`src/aec_pkg.sv`:
```
/*
 Package of the auto exposure controller: register offsets, field positions,
 reset values, loop constants and the controller state type.
 Assumes registers are written over a 16-bit word port at their printed offsets.
*/
// Behaviour
// Statistics use one of every four eligible pixel samples.
// Only pixels delivered through active readout windows feed the statistics.
// Overlap repeats of a pixel are counted only once.
// Window select 0 uses all active windows; 1 uses the statistics window only.
// Statistics window pixels are its intersection with the active readout windows.
// Software keeps the statistics window overlapping an active window.
// Target is 10 bits; in 8-bit mode only bits 9:2 are compared.
// Colour weights are 3.7 factors for statistics only, never for pixels.
// Four separate 10-bit weights for red, two greens and blue.
// Gain requests are low-pass filtered; restart control clears the filter.
// Enforcer splits gain by fixed priority with digital hysteresis.
// Large corrections: exposure, then analog, then digital; small ones digital only.
// Exposure step size follows the integration time multiplier.
// Manual exposure ignored while enabled; software sets frame period setting.
// Loop adjusts only the first analog stage.
// Digital gain multiplies samples as an unsigned 5.7 factor.
// Integration time stays inside 16-bit lower and upper bounds.
// First analog stage stays inside its 2-bit bounds.
// Second analog stage stays inside its 2-bit bounds.
// Digital gain stays inside its 12-bit 5.7 bounds.
// Parameters are evaluated and updated only every second frame.
// Software sets gain latency compensation when running the loop.
// Gains apply next frame, or one frame later with compensation set.
// The loop runs only while its enable bit is set.
// Average is compared with target to form a gain change request.
package aec_pkg;
	localparam logic [7:0] ADDR_EXPOSURE_CONTROL = 8'hA0;
	localparam logic [7:0] ADDR_TARGET_INTENSITY = 8'hA1;
	localparam logic [7:0] ADDR_RED_WEIGHT = 8'hA2;
	localparam logic [7:0] ADDR_FIRST_GREEN_WEIGHT = 8'hA3;
	localparam logic [7:0] ADDR_SECOND_GREEN_WEIGHT = 8'hA4;
	localparam logic [7:0] ADDR_BLUE_WEIGHT = 8'hA5;
	localparam logic [7:0] ADDR_INTEGRATION_LOWER_BOUND = 8'hA8;
	localparam logic [7:0] ADDR_GAIN_LOWER_BOUNDS = 8'hA9;
	localparam logic [7:0] ADDR_INTEGRATION_UPPER_BOUND = 8'hAA;
	localparam logic [7:0] ADDR_GAIN_UPPER_BOUNDS = 8'hAB;
	localparam logic [7:0] ADDR_STATISTICS_WINDOW_CONTROL = 8'hC0;
	localparam logic [7:0] ADDR_ANALOG_GAIN_CONTROL = 8'hCC;
	localparam logic [7:0] ADDR_STATISTICS_WINDOW_0 = 8'hFD;
	localparam logic [7:0] ADDR_STATISTICS_WINDOW_1 = 8'hFE;
	localparam logic [7:0] ADDR_STATISTICS_WINDOW_2 = 8'hFF;
	localparam int BIT_LOOP_ENABLE = 0;
	localparam int BIT_FILTER_RESTART = 1;
	localparam int BIT_WINDOW_SELECT = 10;
	localparam int BIT_GAIN_LATENCY_COMP = 13;
	localparam int POS_AFE = 2;
	localparam int POS_DIG = 4;
	localparam logic [15:0] RST_EXPOSURE_CONTROL = 16'h0000;
	localparam logic [15:0] RST_TARGET = 16'h0200;
	localparam logic [15:0] RST_WEIGHT = 16'h0080;
	localparam logic [15:0] RST_INT_LOWER = 16'h0001;
	localparam logic [15:0] RST_INT_UPPER = 16'hFFFF;
	localparam logic [15:0] RST_GAIN_LOWER = 16'h0800;
	localparam logic [15:0] RST_GAIN_UPPER = 16'hFFF1;
	localparam logic [15:0] RST_WINDOW_CONTROL = 16'h0000;
	localparam logic [15:0] RST_ANALOG_GAIN_CONTROL = 16'h0000;
	localparam logic [15:0] RST_WINDOW = 16'h0000;
	localparam logic [15:0] RST_EXPOSURE = 16'h0100;
	localparam logic [11:0] UNITY_DIG = 12'h080;
	localparam logic signed [12:0] LARGE_ERR = 13'sh0010;
	localparam logic signed [12:0] HYST_ERR = 13'sh0002;
	localparam logic [5:0] DIV_STEPS = 6'h20;
	localparam logic [9:0] PIX_MAX = 10'h3FF;
	typedef enum logic [2:0] {
		AEC_IDLE = 3'b001,
		AEC_DIVIDE = 3'b010,
		AEC_ADJUST = 3'b100
	} aec_state_t;
endpackage : aec_pkg

```
`src/aec_core.sv`:
```
/*
 Auto exposure controller: statistics, filter, enforcer and register file.
 Assumes pixel, frame and coordinate inputs come from readout logic on core_clk.
*/
`timescale 1ns/1ps
module aec_core
	import aec_pkg::*;
(
	input wire logic core_clk,
	input wire logic sys_rst,
	input wire logic reg_wr,
	input wire logic [7:0] reg_addr,
	input wire logic [15:0] reg_wdata,
	output logic [15:0] reg_rdata,
	input wire logic frame_start,
	input wire logic frame_end,
	input wire logic pix_valid,
	input wire logic pix_repeat,
	input wire logic [9:0] pix_data,
	input wire logic [1:0] pix_colour,
	input wire logic [11:0] pix_x,
	input wire logic [11:0] pix_y,
	input wire logic out8_mode,
	input wire logic [15:0] manual_exposure,
	input wire logic [1:0] manual_mux_gain,
	input wire logic [1:0] manual_afe_gain,
	input wire logic [11:0] manual_dig_gain,
	output logic [15:0] exposure_out,
	output logic [1:0] mux_gain_out,
	output logic [1:0] afe_gain_out,
	output logic [11:0] dig_gain_out,
	output logic pix_out_valid,
	output logic [9:0] pix_out_data
);
	logic [15:0] ctrl_reg, target_reg, wgt_reg [4], int_lo_reg, int_hi_reg, gain_lo_reg, gain_hi_reg;
	logic [15:0] win_ctrl_reg, again_ctrl_reg, win_reg [3];
	logic [1:0] sub_cnt_reg;
	logic [31:0] sum_reg, quo_reg;
	logic [23:0] cnt_reg, cnt_hold_reg;
	logic [32:0] rem_reg;
	logic [5:0] div_cnt_reg;
	logic [9:0] avg_reg;
	logic [12:0] filt_reg;
	logic [15:0] exp_reg;
	logic [1:0] mux_reg, afe_reg, mux_dly_reg, afe_dly_reg, mux_app_reg, afe_app_reg;
	logic [11:0] dig_reg, dig_dly_reg, dig_app_reg;
	logic eval_frame_reg;
	aec_state_t state_reg, state_next;
	logic loop_en, eligible, take;
	logic [19:0] wprod;
	logic [9:0] tgt_cmp, avg_cmp;
	logic signed [12:0] err, filt_next;
	logic [32:0] rem_shift;

	function automatic logic [15:0] clampv(input int v, input int lo, input int hi);
		int r;
		r = v;
		if (r > hi) r = hi;
		if (r < lo) r = lo;
		return 16'(r);
	endfunction : clampv

	// loop enable
	assign loop_en = ctrl_reg[BIT_LOOP_ENABLE];

	// Register writes
	always_ff @(posedge core_clk) begin
		if (sys_rst) begin
			ctrl_reg <= RST_EXPOSURE_CONTROL;
			target_reg <= RST_TARGET;
			for (int i = 0; i < 4; i++) wgt_reg[i] <= RST_WEIGHT;
			int_lo_reg <= RST_INT_LOWER;
			int_hi_reg <= RST_INT_UPPER;
			gain_lo_reg <= RST_GAIN_LOWER;
			gain_hi_reg <= RST_GAIN_UPPER;
			win_ctrl_reg <= RST_WINDOW_CONTROL;
			again_ctrl_reg <= RST_ANALOG_GAIN_CONTROL;
			for (int i = 0; i < 3; i++) win_reg[i] <= RST_WINDOW;
		end else begin
			// restart self-clears
			if (ctrl_reg[BIT_FILTER_RESTART]) ctrl_reg[BIT_FILTER_RESTART] <= 1'b0;
			if (reg_wr) begin
				case (reg_addr)
					ADDR_EXPOSURE_CONTROL: ctrl_reg <= reg_wdata;
					ADDR_TARGET_INTENSITY: target_reg <= {6'h00, reg_wdata[9:0]};
					ADDR_RED_WEIGHT: wgt_reg[0] <= {6'h00, reg_wdata[9:0]};
					ADDR_FIRST_GREEN_WEIGHT: wgt_reg[1] <= {6'h00, reg_wdata[9:0]};
					ADDR_SECOND_GREEN_WEIGHT: wgt_reg[2] <= {6'h00, reg_wdata[9:0]};
					ADDR_BLUE_WEIGHT: wgt_reg[3] <= {6'h00, reg_wdata[9:0]};
					ADDR_INTEGRATION_LOWER_BOUND: int_lo_reg <= reg_wdata;
					ADDR_GAIN_LOWER_BOUNDS: gain_lo_reg <= reg_wdata;
					ADDR_INTEGRATION_UPPER_BOUND: int_hi_reg <= reg_wdata;
					ADDR_GAIN_UPPER_BOUNDS: gain_hi_reg <= reg_wdata;
					ADDR_STATISTICS_WINDOW_CONTROL: win_ctrl_reg <= reg_wdata;
					ADDR_ANALOG_GAIN_CONTROL: again_ctrl_reg <= reg_wdata;
					ADDR_STATISTICS_WINDOW_0: win_reg[0] <= reg_wdata;
					ADDR_STATISTICS_WINDOW_1: win_reg[1] <= {4'h0, reg_wdata[11:0]};
					ADDR_STATISTICS_WINDOW_2: win_reg[2] <= {4'h0, reg_wdata[11:0]};
					default: ;
				endcase
			end
		end
	end

	// Register reads, unmapped offsets read zero
	always_ff @(posedge core_clk) begin
		if (sys_rst) begin
			reg_rdata <= 16'h0000;
		end else begin
			case (reg_addr)
				ADDR_EXPOSURE_CONTROL: reg_rdata <= ctrl_reg;
				ADDR_TARGET_INTENSITY: reg_rdata <= target_reg;
				ADDR_RED_WEIGHT: reg_rdata <= wgt_reg[0];
				ADDR_FIRST_GREEN_WEIGHT: reg_rdata <= wgt_reg[1];
				ADDR_SECOND_GREEN_WEIGHT: reg_rdata <= wgt_reg[2];
				ADDR_BLUE_WEIGHT: reg_rdata <= wgt_reg[3];
				ADDR_INTEGRATION_LOWER_BOUND: reg_rdata <= int_lo_reg;
				ADDR_GAIN_LOWER_BOUNDS: reg_rdata <= gain_lo_reg;
				ADDR_INTEGRATION_UPPER_BOUND: reg_rdata <= int_hi_reg;
				ADDR_GAIN_UPPER_BOUNDS: reg_rdata <= gain_hi_reg;
				ADDR_STATISTICS_WINDOW_CONTROL: reg_rdata <= win_ctrl_reg;
				ADDR_ANALOG_GAIN_CONTROL: reg_rdata <= again_ctrl_reg;
				ADDR_STATISTICS_WINDOW_0: reg_rdata <= win_reg[0];
				ADDR_STATISTICS_WINDOW_1: reg_rdata <= win_reg[1];
				ADDR_STATISTICS_WINDOW_2: reg_rdata <= win_reg[2];
				default: reg_rdata <= 16'h0000;
			endcase
		end
	end

	// sample eligibility
	assign eligible = pix_valid && !pix_repeat && (!win_ctrl_reg[BIT_WINDOW_SELECT] ||
		(pix_x >= {4'h0, win_reg[0][7:0]} && pix_x <= {4'h0, win_reg[0][15:8]} &&
		pix_y >= win_reg[1][11:0] && pix_y <= win_reg[2][11:0]));
	// one in four
	assign take = eligible && (sub_cnt_reg == 2'h0);
	// weighted sample, 3.7 format
	assign wprod = pix_data * wgt_reg[pix_colour][9:0];

	// Statistics accumulation
	always_ff @(posedge core_clk) begin
		if (sys_rst || frame_start) begin
			sub_cnt_reg <= 2'h0;
			sum_reg <= 32'h00000000;
			cnt_reg <= 24'h000000;
		end else if (eligible) begin
			sub_cnt_reg <= sub_cnt_reg + 2'h1;
			if (take) begin
				sum_reg <= sum_reg + {19'h00000, wprod[19:7]};
				cnt_reg <= cnt_reg + 24'h000001;
			end
		end
	end

	// every second frame
	always_ff @(posedge core_clk) begin
		if (sys_rst || !loop_en) eval_frame_reg <= 1'b0;
		else if (frame_end) eval_frame_reg <= !eval_frame_reg;
	end

	always_comb begin
		state_next = state_reg;
		case (state_reg)
			AEC_IDLE: if (frame_end && eval_frame_reg && loop_en) state_next = AEC_DIVIDE;
			AEC_DIVIDE: if (div_cnt_reg == 6'h00) state_next = AEC_ADJUST;
			AEC_ADJUST: state_next = AEC_IDLE;
			default: state_next = AEC_IDLE;
		endcase
	end

	always_ff @(posedge core_clk) begin
		if (sys_rst) state_reg <= AEC_IDLE;
		else state_reg <= state_next;
	end

	// Average by restoring division
	assign rem_shift = {rem_reg[31:0], quo_reg[31]};
	always_ff @(posedge core_clk) begin
		if (sys_rst) begin
			quo_reg <= 32'h00000000;
			rem_reg <= 33'h000000000;
			div_cnt_reg <= 6'h00;
			cnt_hold_reg <= 24'h000000;
			avg_reg <= 10'h000;
		end else if (state_reg == AEC_IDLE) begin
			quo_reg <= sum_reg;
			rem_reg <= 33'h000000000;
			div_cnt_reg <= DIV_STEPS;
			cnt_hold_reg <= cnt_reg;
		end else if (state_reg == AEC_DIVIDE) begin
			if (div_cnt_reg != 6'h00) begin
				div_cnt_reg <= div_cnt_reg - 6'h01;
				if (rem_shift >= {9'h000, cnt_hold_reg}) begin
					rem_reg <= rem_shift - {9'h000, cnt_hold_reg};
					quo_reg <= {quo_reg[30:0], 1'b1};
				end else begin
					rem_reg <= rem_shift;
					quo_reg <= {quo_reg[30:0], 1'b0};
				end
			end else if (cnt_hold_reg == 24'h000000) begin
				avg_reg <= target_reg[9:0];
			end else begin
				avg_reg <= (quo_reg > {22'h000000, PIX_MAX}) ? PIX_MAX : quo_reg[9:0];
			end
		end
	end

	// error against target
	assign tgt_cmp = out8_mode ? {target_reg[9:2], 2'b00} : target_reg[9:0];
	assign avg_cmp = out8_mode ? {avg_reg[9:2], 2'b00} : avg_reg;
	assign err = $signed({3'b000, tgt_cmp}) - $signed({3'b000, avg_cmp});
	// first-order low-pass
	assign filt_next = $signed(filt_reg) + ((err - $signed(filt_reg)) >>> 2);

	always_ff @(posedge core_clk) begin
		if (sys_rst || ctrl_reg[BIT_FILTER_RESTART]) filt_reg <= 13'h0000;
		else if (state_reg == AEC_ADJUST) filt_reg <= filt_next;
	end

	// enforcer, exposure in multiplier steps
	always_ff @(posedge core_clk) begin
		if (sys_rst) begin
			exp_reg <= RST_EXPOSURE;
			mux_reg <= 2'h0;
			afe_reg <= 2'h0;
			dig_reg <= UNITY_DIG;
		end else if (state_reg == AEC_ADJUST) begin
			// second stage held at its lower bound
			afe_reg <= gain_lo_reg[POS_AFE +: 2];
			if (filt_next > LARGE_ERR) begin
				if (exp_reg < int_hi_reg)
					exp_reg <= clampv(int'(exp_reg) + int'(exp_reg >> 3) + 1, int'(int_lo_reg), int'(int_hi_reg));
				else if (mux_reg < gain_hi_reg[1:0])
					mux_reg <= mux_reg + 2'h1;
				else
					dig_reg <= 12'(clampv(int'(dig_reg) + int'(filt_next),
						int'(gain_lo_reg[15:POS_DIG]), int'(gain_hi_reg[15:POS_DIG])));
			end else if (filt_next < -LARGE_ERR) begin
				if (exp_reg > int_lo_reg)
					exp_reg <= clampv(int'(exp_reg) - int'(exp_reg >> 3) - 1, int'(int_lo_reg), int'(int_hi_reg));
				else if (mux_reg > gain_lo_reg[1:0])
					mux_reg <= mux_reg - 2'h1;
				else
					dig_reg <= 12'(clampv(int'(dig_reg) + int'(filt_next),
						int'(gain_lo_reg[15:POS_DIG]), int'(gain_hi_reg[15:POS_DIG])));
			end else if (filt_next > HYST_ERR || filt_next < -HYST_ERR) begin
				dig_reg <= 12'(clampv(int'(dig_reg) + int'(filt_next),
					int'(gain_lo_reg[15:POS_DIG]), int'(gain_hi_reg[15:POS_DIG])));
			end
		end else begin
			// bounds follow register changes
			exp_reg <= clampv(int'(exp_reg), int'(int_lo_reg), int'(int_hi_reg));
			mux_reg <= 2'(clampv(int'(mux_reg), int'(gain_lo_reg[1:0]), int'(gain_hi_reg[1:0])));
			dig_reg <= 12'(clampv(int'(dig_reg), int'(gain_lo_reg[15:POS_DIG]), int'(gain_hi_reg[15:POS_DIG])));
		end
	end

	// gain latency staging
	always_ff @(posedge core_clk) begin
		if (sys_rst) begin
			mux_dly_reg <= 2'h0;
			afe_dly_reg <= 2'h0;
			dig_dly_reg <= UNITY_DIG;
			mux_app_reg <= 2'h0;
			afe_app_reg <= 2'h0;
			dig_app_reg <= UNITY_DIG;
		end else if (frame_start) begin
			mux_dly_reg <= mux_reg;
			afe_dly_reg <= afe_reg;
			dig_dly_reg <= dig_reg;
			mux_app_reg <= again_ctrl_reg[BIT_GAIN_LATENCY_COMP] ? mux_dly_reg : mux_reg;
			afe_app_reg <= again_ctrl_reg[BIT_GAIN_LATENCY_COMP] ? afe_dly_reg : afe_reg;
			dig_app_reg <= again_ctrl_reg[BIT_GAIN_LATENCY_COMP] ? dig_dly_reg : dig_reg;
		end
	end

	// manual settings only while disabled
	always_ff @(posedge core_clk) begin
		if (sys_rst) begin
			exposure_out <= RST_EXPOSURE;
			mux_gain_out <= 2'h0;
			afe_gain_out <= 2'h0;
			dig_gain_out <= UNITY_DIG;
		end else begin
			exposure_out <= loop_en ? exp_reg : manual_exposure;
			mux_gain_out <= loop_en ? mux_app_reg : manual_mux_gain;
			afe_gain_out <= loop_en ? afe_app_reg : manual_afe_gain;
			dig_gain_out <= loop_en ? dig_app_reg : manual_dig_gain;
		end
	end

	// digital gain on raw samples, saturating
	logic [21:0] gprod;
	assign gprod = pix_data * dig_gain_out;
	always_ff @(posedge core_clk) begin
		if (sys_rst) begin
			pix_out_valid <= 1'b0;
			pix_out_data <= 10'h000;
		end else begin
			pix_out_valid <= pix_valid;
			pix_out_data <= (gprod[21:7] > {5'h00, PIX_MAX}) ? PIX_MAX : gprod[16:7];
		end
	end

	a_sub: assert property (@(posedge core_clk) disable iff (sys_rst)
		take |=> !take) else $error("two samples taken back to back");
	a_dup: assert property (@(posedge core_clk) disable iff (sys_rst)
		pix_repeat && !frame_start |=> $stable(cnt_reg)) else $error("repeat pixel counted");
	a_win: assert property (@(posedge core_clk) disable iff (sys_rst)
		win_ctrl_reg[BIT_WINDOW_SELECT] && pix_x > {4'h0, win_reg[0][15:8]} |-> !eligible)
		else $error("pixel outside statistics window used");
	a_restart: assert property (@(posedge core_clk) disable iff (sys_rst)
		ctrl_reg[BIT_FILTER_RESTART] |=> filt_reg == 13'h0000) else $error("filter not restarted");
	a_exp_hi: assert property (@(posedge core_clk) disable iff (sys_rst)
		state_reg == AEC_ADJUST && int_lo_reg <= int_hi_reg |=> exp_reg <= int_hi_reg && exp_reg >= int_lo_reg)
		else $error("exposure out of bounds");
	a_afe: assert property (@(posedge core_clk) disable iff (sys_rst)
		state_reg == AEC_ADJUST |=> afe_reg == gain_lo_reg[POS_AFE +: 2]) else $error("second stage moved");
	a_lat: assert property (@(posedge core_clk) disable iff (sys_rst)
		frame_start && !again_ctrl_reg[BIT_GAIN_LATENCY_COMP] |=> dig_app_reg == $past(dig_reg))
		else $error("gain not applied next frame");
	a_manual: assert property (@(posedge core_clk) disable iff (sys_rst)
		!loop_en ##1 !loop_en |-> exposure_out == $past(manual_exposure)) else $error("manual exposure not used");
	a_enable: assert property (@(posedge core_clk) disable iff (sys_rst)
		!loop_en && state_reg == AEC_IDLE |=> state_reg == AEC_IDLE) else $error("loop ran while disabled");
	a_div: assert property (@(posedge core_clk) disable iff (sys_rst)
		state_reg == AEC_IDLE && state_next == AEC_DIVIDE |-> ##34 state_reg == AEC_ADJUST)
		else $error("evaluation timing wrong");
	a_lat_comp: assert property (@(posedge core_clk) disable iff (sys_rst)
		frame_start && again_ctrl_reg[BIT_GAIN_LATENCY_COMP] |=> dig_app_reg == $past(dig_dly_reg))
		else $error("gain not held one more frame");
	a_mux_bounds: assert property (@(posedge core_clk) disable iff (sys_rst)
		state_reg == AEC_ADJUST && gain_lo_reg[1:0] <= gain_hi_reg[1:0] |=>
		mux_reg >= gain_lo_reg[1:0] && mux_reg <= gain_hi_reg[1:0])
		else $error("first stage out of bounds");
	a_dig_bounds: assert property (@(posedge core_clk) disable iff (sys_rst)
		state_reg == AEC_ADJUST && gain_lo_reg[15:POS_DIG] <= gain_hi_reg[15:POS_DIG] |=>
		dig_reg >= gain_lo_reg[15:POS_DIG] && dig_reg <= gain_hi_reg[15:POS_DIG])
		else $error("digital gain out of bounds");
	a_small: assert property (@(posedge core_clk) disable iff (sys_rst)
		state_reg == AEC_ADJUST && filt_next <= LARGE_ERR && filt_next >= -LARGE_ERR |=>
		$stable(exp_reg) && $stable(mux_reg)) else $error("small correction moved exposure or first stage");
	a_hyst: assert property (@(posedge core_clk) disable iff (sys_rst)
		state_reg == AEC_ADJUST && filt_next <= HYST_ERR && filt_next >= -HYST_ERR |=> $stable(dig_reg))
		else $error("digital gain moved inside dead band");
endmodule : aec_core

```
`config.mk`:
```
export PLATFORM = sky130hd
export DESIGN_NAME = aec_core
export DESIGN_NICKNAME = d
export VERILOG_FILES = /design/src/aec_pkg.sv /design/src/aec_core.sv
export SDC_FILE = /design/constraint.sdc
export NUM_CORES = 2
export LEC_CHECK = 0
export ABC_AREA = 1
export BUFFER_PORTS_ARGS = -buffer_cell sky130_fd_sc_hd__buf_2
export CAP_MARGIN = 20
export CORE_UTILIZATION = 30
export CTS_CLUSTER_SIZE = 16
export DETAILED_ROUTE_END_ITERATION = 6
export MAX_ROUTING_LAYER = met4
export SLEW_MARGIN = 40
export SYNTH_ARGS = -nofsm -noshare
export SYNTH_HDL_FRONTEND = slang
export SYNTH_SLANG_ARGS = --single-unit
```
`constraint.sdc`:
```
create_clock -name core_clk -period 11 [get_ports core_clk]
set_input_delay 3.3 -clock core_clk [delete_from_list [all_inputs] [get_ports core_clk]]
set_output_delay 3.3 -clock core_clk [all_outputs]
set_load 0.005 [all_outputs]
```
# Yosys cells after proc, flatten, opt, wreduce, memory -nomap -nowiden
# Memory sizes are Yosys's and may differ from the RTL's.
# Cells that the tools add are included.
[word_totals] mem_bits_ro=0 mem_bits_rw=88 ff_bits=424 latchBits=0 out_inout_bits=59 word_cells=295 in_bits=100 mem_count=2
[op_classes] n_div=0 n_mux=126 n_bitwise=11 n_reduce_logical=41 n_lt_le_gt_ge=29 n_mul=2 shift=0 eq_ne=31 add_sub_neg=15
[memory_table] memory="win_reg" words=3 width=16 rd=3 rd_clocked_by_memory_dff=0 write_ports=3 line="aec_core.sv:36" rtl="logic [15:0] win_ctrl_reg, again_ctrl_reg, win_reg [3];"
[memory_table] memory="wgt_reg" words=4 width=10 rd=5 rd_clocked_by_memory_dff=0 write_ports=4 line="aec_core.sv:35" rtl="logic [15:0] ctrl_reg, target_reg, wgt_reg [4], int_lo_reg, int_hi_reg, gain_lo_reg, gain_hi_reg;"
[ops] operator="$mux W32" count=37
[ops] operator="$pmux W16 S15" count=1
[ops] operator="$mux W16" count=13
[ops] operator="$mux W12" count=15
[ops] operator="$lt A32 B13 Y1" count=4
[ops] operator="$eq A8 B8 Y1 const B" count=15
[ops] operator="$lt A32 B17 Y1" count=3
[ops] operator="$mux W10" count=7
[ops] operator="$ge A33 B24 Y1" count=1
[ops] operator="$add A32 B13 Y32" count=1
[ops] operator="$gt A16 B16 Y1" count=2
[ops] operator="$gt A32 B10 Y1 const B" count=1
[ops] operator="$lt A32 B3 Y1" count=1
[ops] operator="$sub A32 B24 Y32" count=1
[ops] operator="$mux W1" count=31
[ops] operator="$mux W2" count=15
[ops] operator="$add A24 B1 Y24 const B" count=1
[ops] operator="$logic_not A24 Y1" count=1
[ops] operator="$reduce_and A2 Y1" count=12
[ops] operator="$mul A10 B12 Y22" count=1
[ops] operator="$mul A10 B10 Y20" count=1
[ops] operator="$add A17 B1 Y18 const B" count=1
[ops] operator="$gt A18 B16 Y1" count=1
[ops] operator="$gt A18 B17 Y1" count=1
[ops] operator="50 further kinds" count=88

# Depth between registers and ports, before layout
[depth] ltp_word=20 ltp_mapped=60 mapped_depth_nobuf=59

# Worst setup path after synthesis
# No wires, ideal clock.
[synth_path] kind="input-to-reg" start="input port out8_mode" end="register dig_reg[11]" t_arrival_ns=10.159 required_time_ns=10.881 cell_stages=53 setup_ns=0.119 setup_slack_ns=0.721 path_buffers=2 cell_sequence="nor2_1 ha_1 nand2_1 nor2_1 a211oi_1 o21ai_0 a21oi_1 o21bai_1 xnor2_1 inv_1 ha_1 nand2_1 inv_1 nand2_1 nand2_1 a21oi_1 o21bai_1 xor2_1 (+17 left out) a21oi_1 nand3_1 nand2_1 clkbuf_1 nand2_1 o21ai_0 ha_1 a21oi_1 nor2_1 a211oi_1 nand2_1 nand2_1 nand2_2 nand2_1 buf_2 nand2_1 nand3_1 a21oi_1"
[synth_via] elab_chain_cells=20 word_cells_on_any_way=49 cone_classes="4 x add/sub; 8 x order compare; 5 x eq/ne; 30 x mux; 2 x reduce/logical"
[synth_lines] element="start: declaration" line="aec_core.sv:23" rtl="input wire logic out8_mode,"
[synth_lines] element="$mux W2, on equally long branches" line="aec_core.sv:209, aec_core.sv:210"
[synth_lines] element="$sub A10 B10 Y11 *" line="aec_core.sv:211" rtl="assign err = $signed({3'b000, tgt_cmp}) - $signed({3'b000, avg_cmp});"
[synth_lines] element="$sub A11 B13 Y13 *" line="aec_core.sv:213" rtl="assign filt_next = $signed(filt_reg) + ((err - $signed(filt_reg)) >>> 2);"
[synth_lines] element="$add A13 B11 Y13 *" line="aec_core.sv:213"
[synth_lines] element="net filt_next[10]" line="aec_core.sv:52" rtl="logic signed [12:0] err, filt_next;"
[synth_lines] element="$add A13 B13 Y14" line="aec_core.sv:236, aec_core.sv:244, aec_core.sv:247"
[synth_lines] element="$gt A14 B13 Y1" line="aec_core.sv:58" rtl="if (r > hi) r = hi;"
[synth_lines] element="$mux W32" line="aec_core.sv:58"
[synth_lines] element="(+5 left out)"
[synth_lines] element="$mux W32" line="aec_core.sv:222" rtl="if (sys_rst) begin"
[synth_lines] element="$lt A32 B13 Y1" line="aec_core.sv:59" rtl="if (r < lo) r = lo;"
[synth_lines] element="$mux W12" line="aec_core.sv:59"
[synth_lines] element="$mux W12" line="aec_core.sv:241" rtl="else if (mux_reg > gain_lo_reg[1:0])"
[synth_lines] element="$mux W12" line="aec_core.sv:239" rtl="if (exp_reg > int_lo_reg)"
[synth_lines] element="$mux W12" line="aec_core.sv:238" rtl="end else if (filt_next < -LARGE_ERR) begin"
[synth_lines] element="$mux W12" line="aec_core.sv:230" rtl="if (filt_next > LARGE_ERR) begin"
[synth_lines] element="$mux W12" line="aec_core.sv:227" rtl="end else if (state_reg == AEC_ADJUST) begin"
[synth_lines] element="end signal: assignment" line="aec_core.sv:236" rtl="dig_reg <= 12'(clampv(int'(dig_reg) + int'(filt_next),"
[synth_lines] element="end signal: assignment" line="aec_core.sv:244" rtl="dig_reg <= 12'(clampv(int'(dig_reg) + int'(filt_next),"
[synth_lines] element="end signal: assignment" line="aec_core.sv:247" rtl="dig_reg <= 12'(clampv(int'(dig_reg) + int'(filt_next),"
[synth_lines] element="end: declaration" line="aec_core.sv:46" rtl="logic [11:0] dig_reg, dig_dly_reg, dig_app_reg;"
# Mark *: on every way through the listed nets, which the timed path passes. The rest lies on a longest branch. The select of a mux whose other input is x is not followed.
# A chain may end at the register's enable or synchronous reset.

# Final worst setup path
[layout_path] start="input port out8_mode" end="register dig_reg[7]"
# The elaborated chain is that of the path after synthesis.

==> metrics.txt <==
Setup WS pre-CTS=-0.0957 ns; dpl hpwl=a little under 100000 um; Initial DRC Count=3031; met1 usage=25.7%; fmax=between 0.09 and 0.1 GHz; Nets=6038; number of global-route vias before repair=34870; fin crit period=10.23 ns; critical path's largest stage delay=0.36 ns; setup TNS=0 ns; GR Util All Layers=19.8%; Mapped Cells=5306; fraction of registers with async set/reset=0%; Worst Path Arrival=10.76 ns; Worst-Margin Slew=0.853 ns; Syn Nets=approximately 6000; Syn Area/Cell=7.38 um2; WP data required=11.53 ns; clk buf depth=3; total grt overflow=0; DRT Pass-1 Iters=5; skew final=~0.091 ns; Slew headroom=43.1%; Power Density=210 mW/mm2; Pins Over Slew Limit=0; Hold Violations, Final=0; Clock Latency Late Sink=roughly 0.72 ns; Max VDD drop=about 0.18 mV; largest net degree at the start of global routing=99; critical path launch point type=primary input; hold crit path type=flop to flop; CTS clock-pin slew for the worst setup and hold paths=0.06 ns; period utilisation layout=between 90 and 100%; DIE WIDTH=363 um; post-synth cell types=73; clk sinks=504; most used cell, CP=nand2_1; vias=around 36000; ANT nets after route=0; vias per inst=5.08; PortBufs=158; Placed Cells incl. Taps=7047; status=complete, no violations; antenna violations before repair=16; DR WL/cell=18.0 um; Fin Hold WS=0.449 ns; Worst Setup Slack, final=around 0.77 ns; leading register cell type out of synthesis=dfxtp_1; crit-path max FO=23; Slowest cell on crit path=ha_1; TritonCTS clock tree=done; mapped cell area=0.0392 mm2; critical path type=primary input to flop; Cell Rows=132; Core Box Area=0.129 mm2; met3 usage=~2.6%; Post-route DRC=0; Layout Cells excl Fill=7164; first-pass GRT wire length=200000 um; Layout area overhead=12.2%; Die ar.=between 0.1 and 0.15 mm2; RSZ-0062 raised after global routing=no; CTS buffer count=61; proportion of layout cells with a drive suffix above 1=between 7 and 8%; Initial Util=between 30 and 40%; flops & latches, synth=504; CTS root buf=clkbuf_16; GRT met2 Usage=31.7%; Critical Path Sink Type=flop; H-tree level count=2; I/O pin total=159; Die H=363 um; RePlAce Congestion=0.939; warnings from Yosys=0; Max Cap Viol=0; sequential cell area fraction in the yosys report=27.8%; number of flops mapped to enable cells by yosys=80; Setup Viol. Count Final=0; leakage=20.4 nW; busiest grt layer=met2; WL final=129000 um
-- power breakdown --
part	total (mW)	leakage, nW	switching, mW	internal (mW)
sequential	2.09	4.20	0.124	1.97
combinational	4.98	15.2	3.12	1.86
clock	2.16	1.03	0.902	1.26
-- worst paths after layout --
path / start / endpoint / slack (ns) / cells past startpoint
worst max-delay path: out8_mode / dig_reg[7]$_SDFFE_PP1P_ / 0.77 / 51
worst min-delay path: dig_dly_reg[8]$_SDFFE_PP0P_ / dig_dly_reg[8]$_SDFFE_PP0P_ / 0.45 / 2
worst max register to register: exp_reg[6]$_SDFFE_PP0P_ / exp_reg[1]$_SDFFE_PP0P_ / 2.88 / 31
worst min register to register: dig_dly_reg[8]$_SDFFE_PP0P_ / dig_dly_reg[8]$_SDFFE_PP0P_ / 0.45 / 2
-- layout make-up --
cell class	instances	area (um2)
multi-input combinational	3767	24400
tap	1742	2180
antenna	9	22.5
timing repair buffer	204	1160
clock inverter	20	357
fill	13796	85500
clock buffer	87	1760
sequential	504	10900
inverter	831	3130
-- cell usage in the layout (no fill, tap or decap), types with 34 or more instances in the layout --
| cell | netlist | layout |
|---|---|---|
| nand2_1 | 952 | 948 |
| inv_1 | 801 | 798 |
| a21oi_1 | 555 | 553 |
| o21ai_0 | 500 | 497 |
| ha_1 | 424 | 423 |
| dfxtp_1 | 424 | 422 |
| nor2_1 | 334 | 325 |
| nand3_1 | 185 | 185 |
| buf_2 | 11 | 157 |
| fa_1 | 145 | 145 |
| xor2_1 | 103 | 102 |
| edfxtp_1 | 80 | 80 |
| nor3_1 | 68 | 66 |
| clkbuf_16 | 0 | 63 |
| nand4_1 | 57 | 57 |
| xnor2_1 | 46 | 46 |
| buf_4 | 2 | 44 |
| a31oi_1 | 39 | 39 |
| o22ai_1 | 34 | 34 |
-- cell families after synthesis --
group	Yosys count	share of synthesized area (%)
simple gates	1716	18.8
xor+xnor	154	3.54
buf+inv	1035	10.0
compound gates	1328	18.8
flops	504	27.8
fa+ha+maj	569	21.0
-- per-stage QoR --
step                      utilization, %  area (um2)  total power [mW]
after global placement              32.2       41700              6.96
final                               33.9       43900              9.23
after global routing                33.9       43900              10.0
after floorplan                        -       39200              5.90
after detailed placement            32.2       41700              7.03
after CTS                           33.9       43800              9.24
-- routing by layer --
layer  part of all wire [%]  vias up
met5                      0        -
met4                    3.1        0
met3                    6.8      216
met2                     46     1215
met1                     44    17186
li1                       -    17749
-- critical path: cells and delay by family --
family | cells | cell delay (ns)
adder cells (fa/ha/maj) | 6 | 1.89
AO/OA/AOI/OAI | 14 | 2.34
buffers and inverters | 9 | 1.05
AND/OR/NAND/NOR | 18 | 1.42
XOR/XNOR | 4 | 0.73
-- Yosys cell counts (11+ instances only) --
library cell	instances	area (um2)
xor2_1	103	902
a31oi_1	39	244
ha_1	424	5310
o22ai_1	34	213
dfxtp_1	424	8490
clkinv_1	16	60.1
nand4_1	57	357
nand2_1	952	3570
clkbuf_1	174	653
o21a_1	14	105
buf_2	11	55.1
o211ai_1	23	173
buf_1	14	52.6
nor3_1	68	340
xnor2_1	46	403
a21o_1	11	82.6
a211oi_1	21	158
a221oi_1	30	263
fa_1	145	2900
nor4_1	22	138
nand3_1	185	926
nand3b_1	31	233
a22oi_1	15	113
a21oi_1	555	2780
edfxtp_1	80	2400
nand3_2	14	140
o21ai_0	500	2500
nand2_2	24	150
inv_2	13	48.8
nor2_1	334	1250
a21oi_2	15	131
inv_1	801	3010
-- timing repair --
action | in CTS | in global routing
hold buffers | 0 | 0
resized for setup | 0 | 11
setup endpoints to repair | 0 | 12
setup buffers | 0 | 0
(Power assumes the default switching activity.)
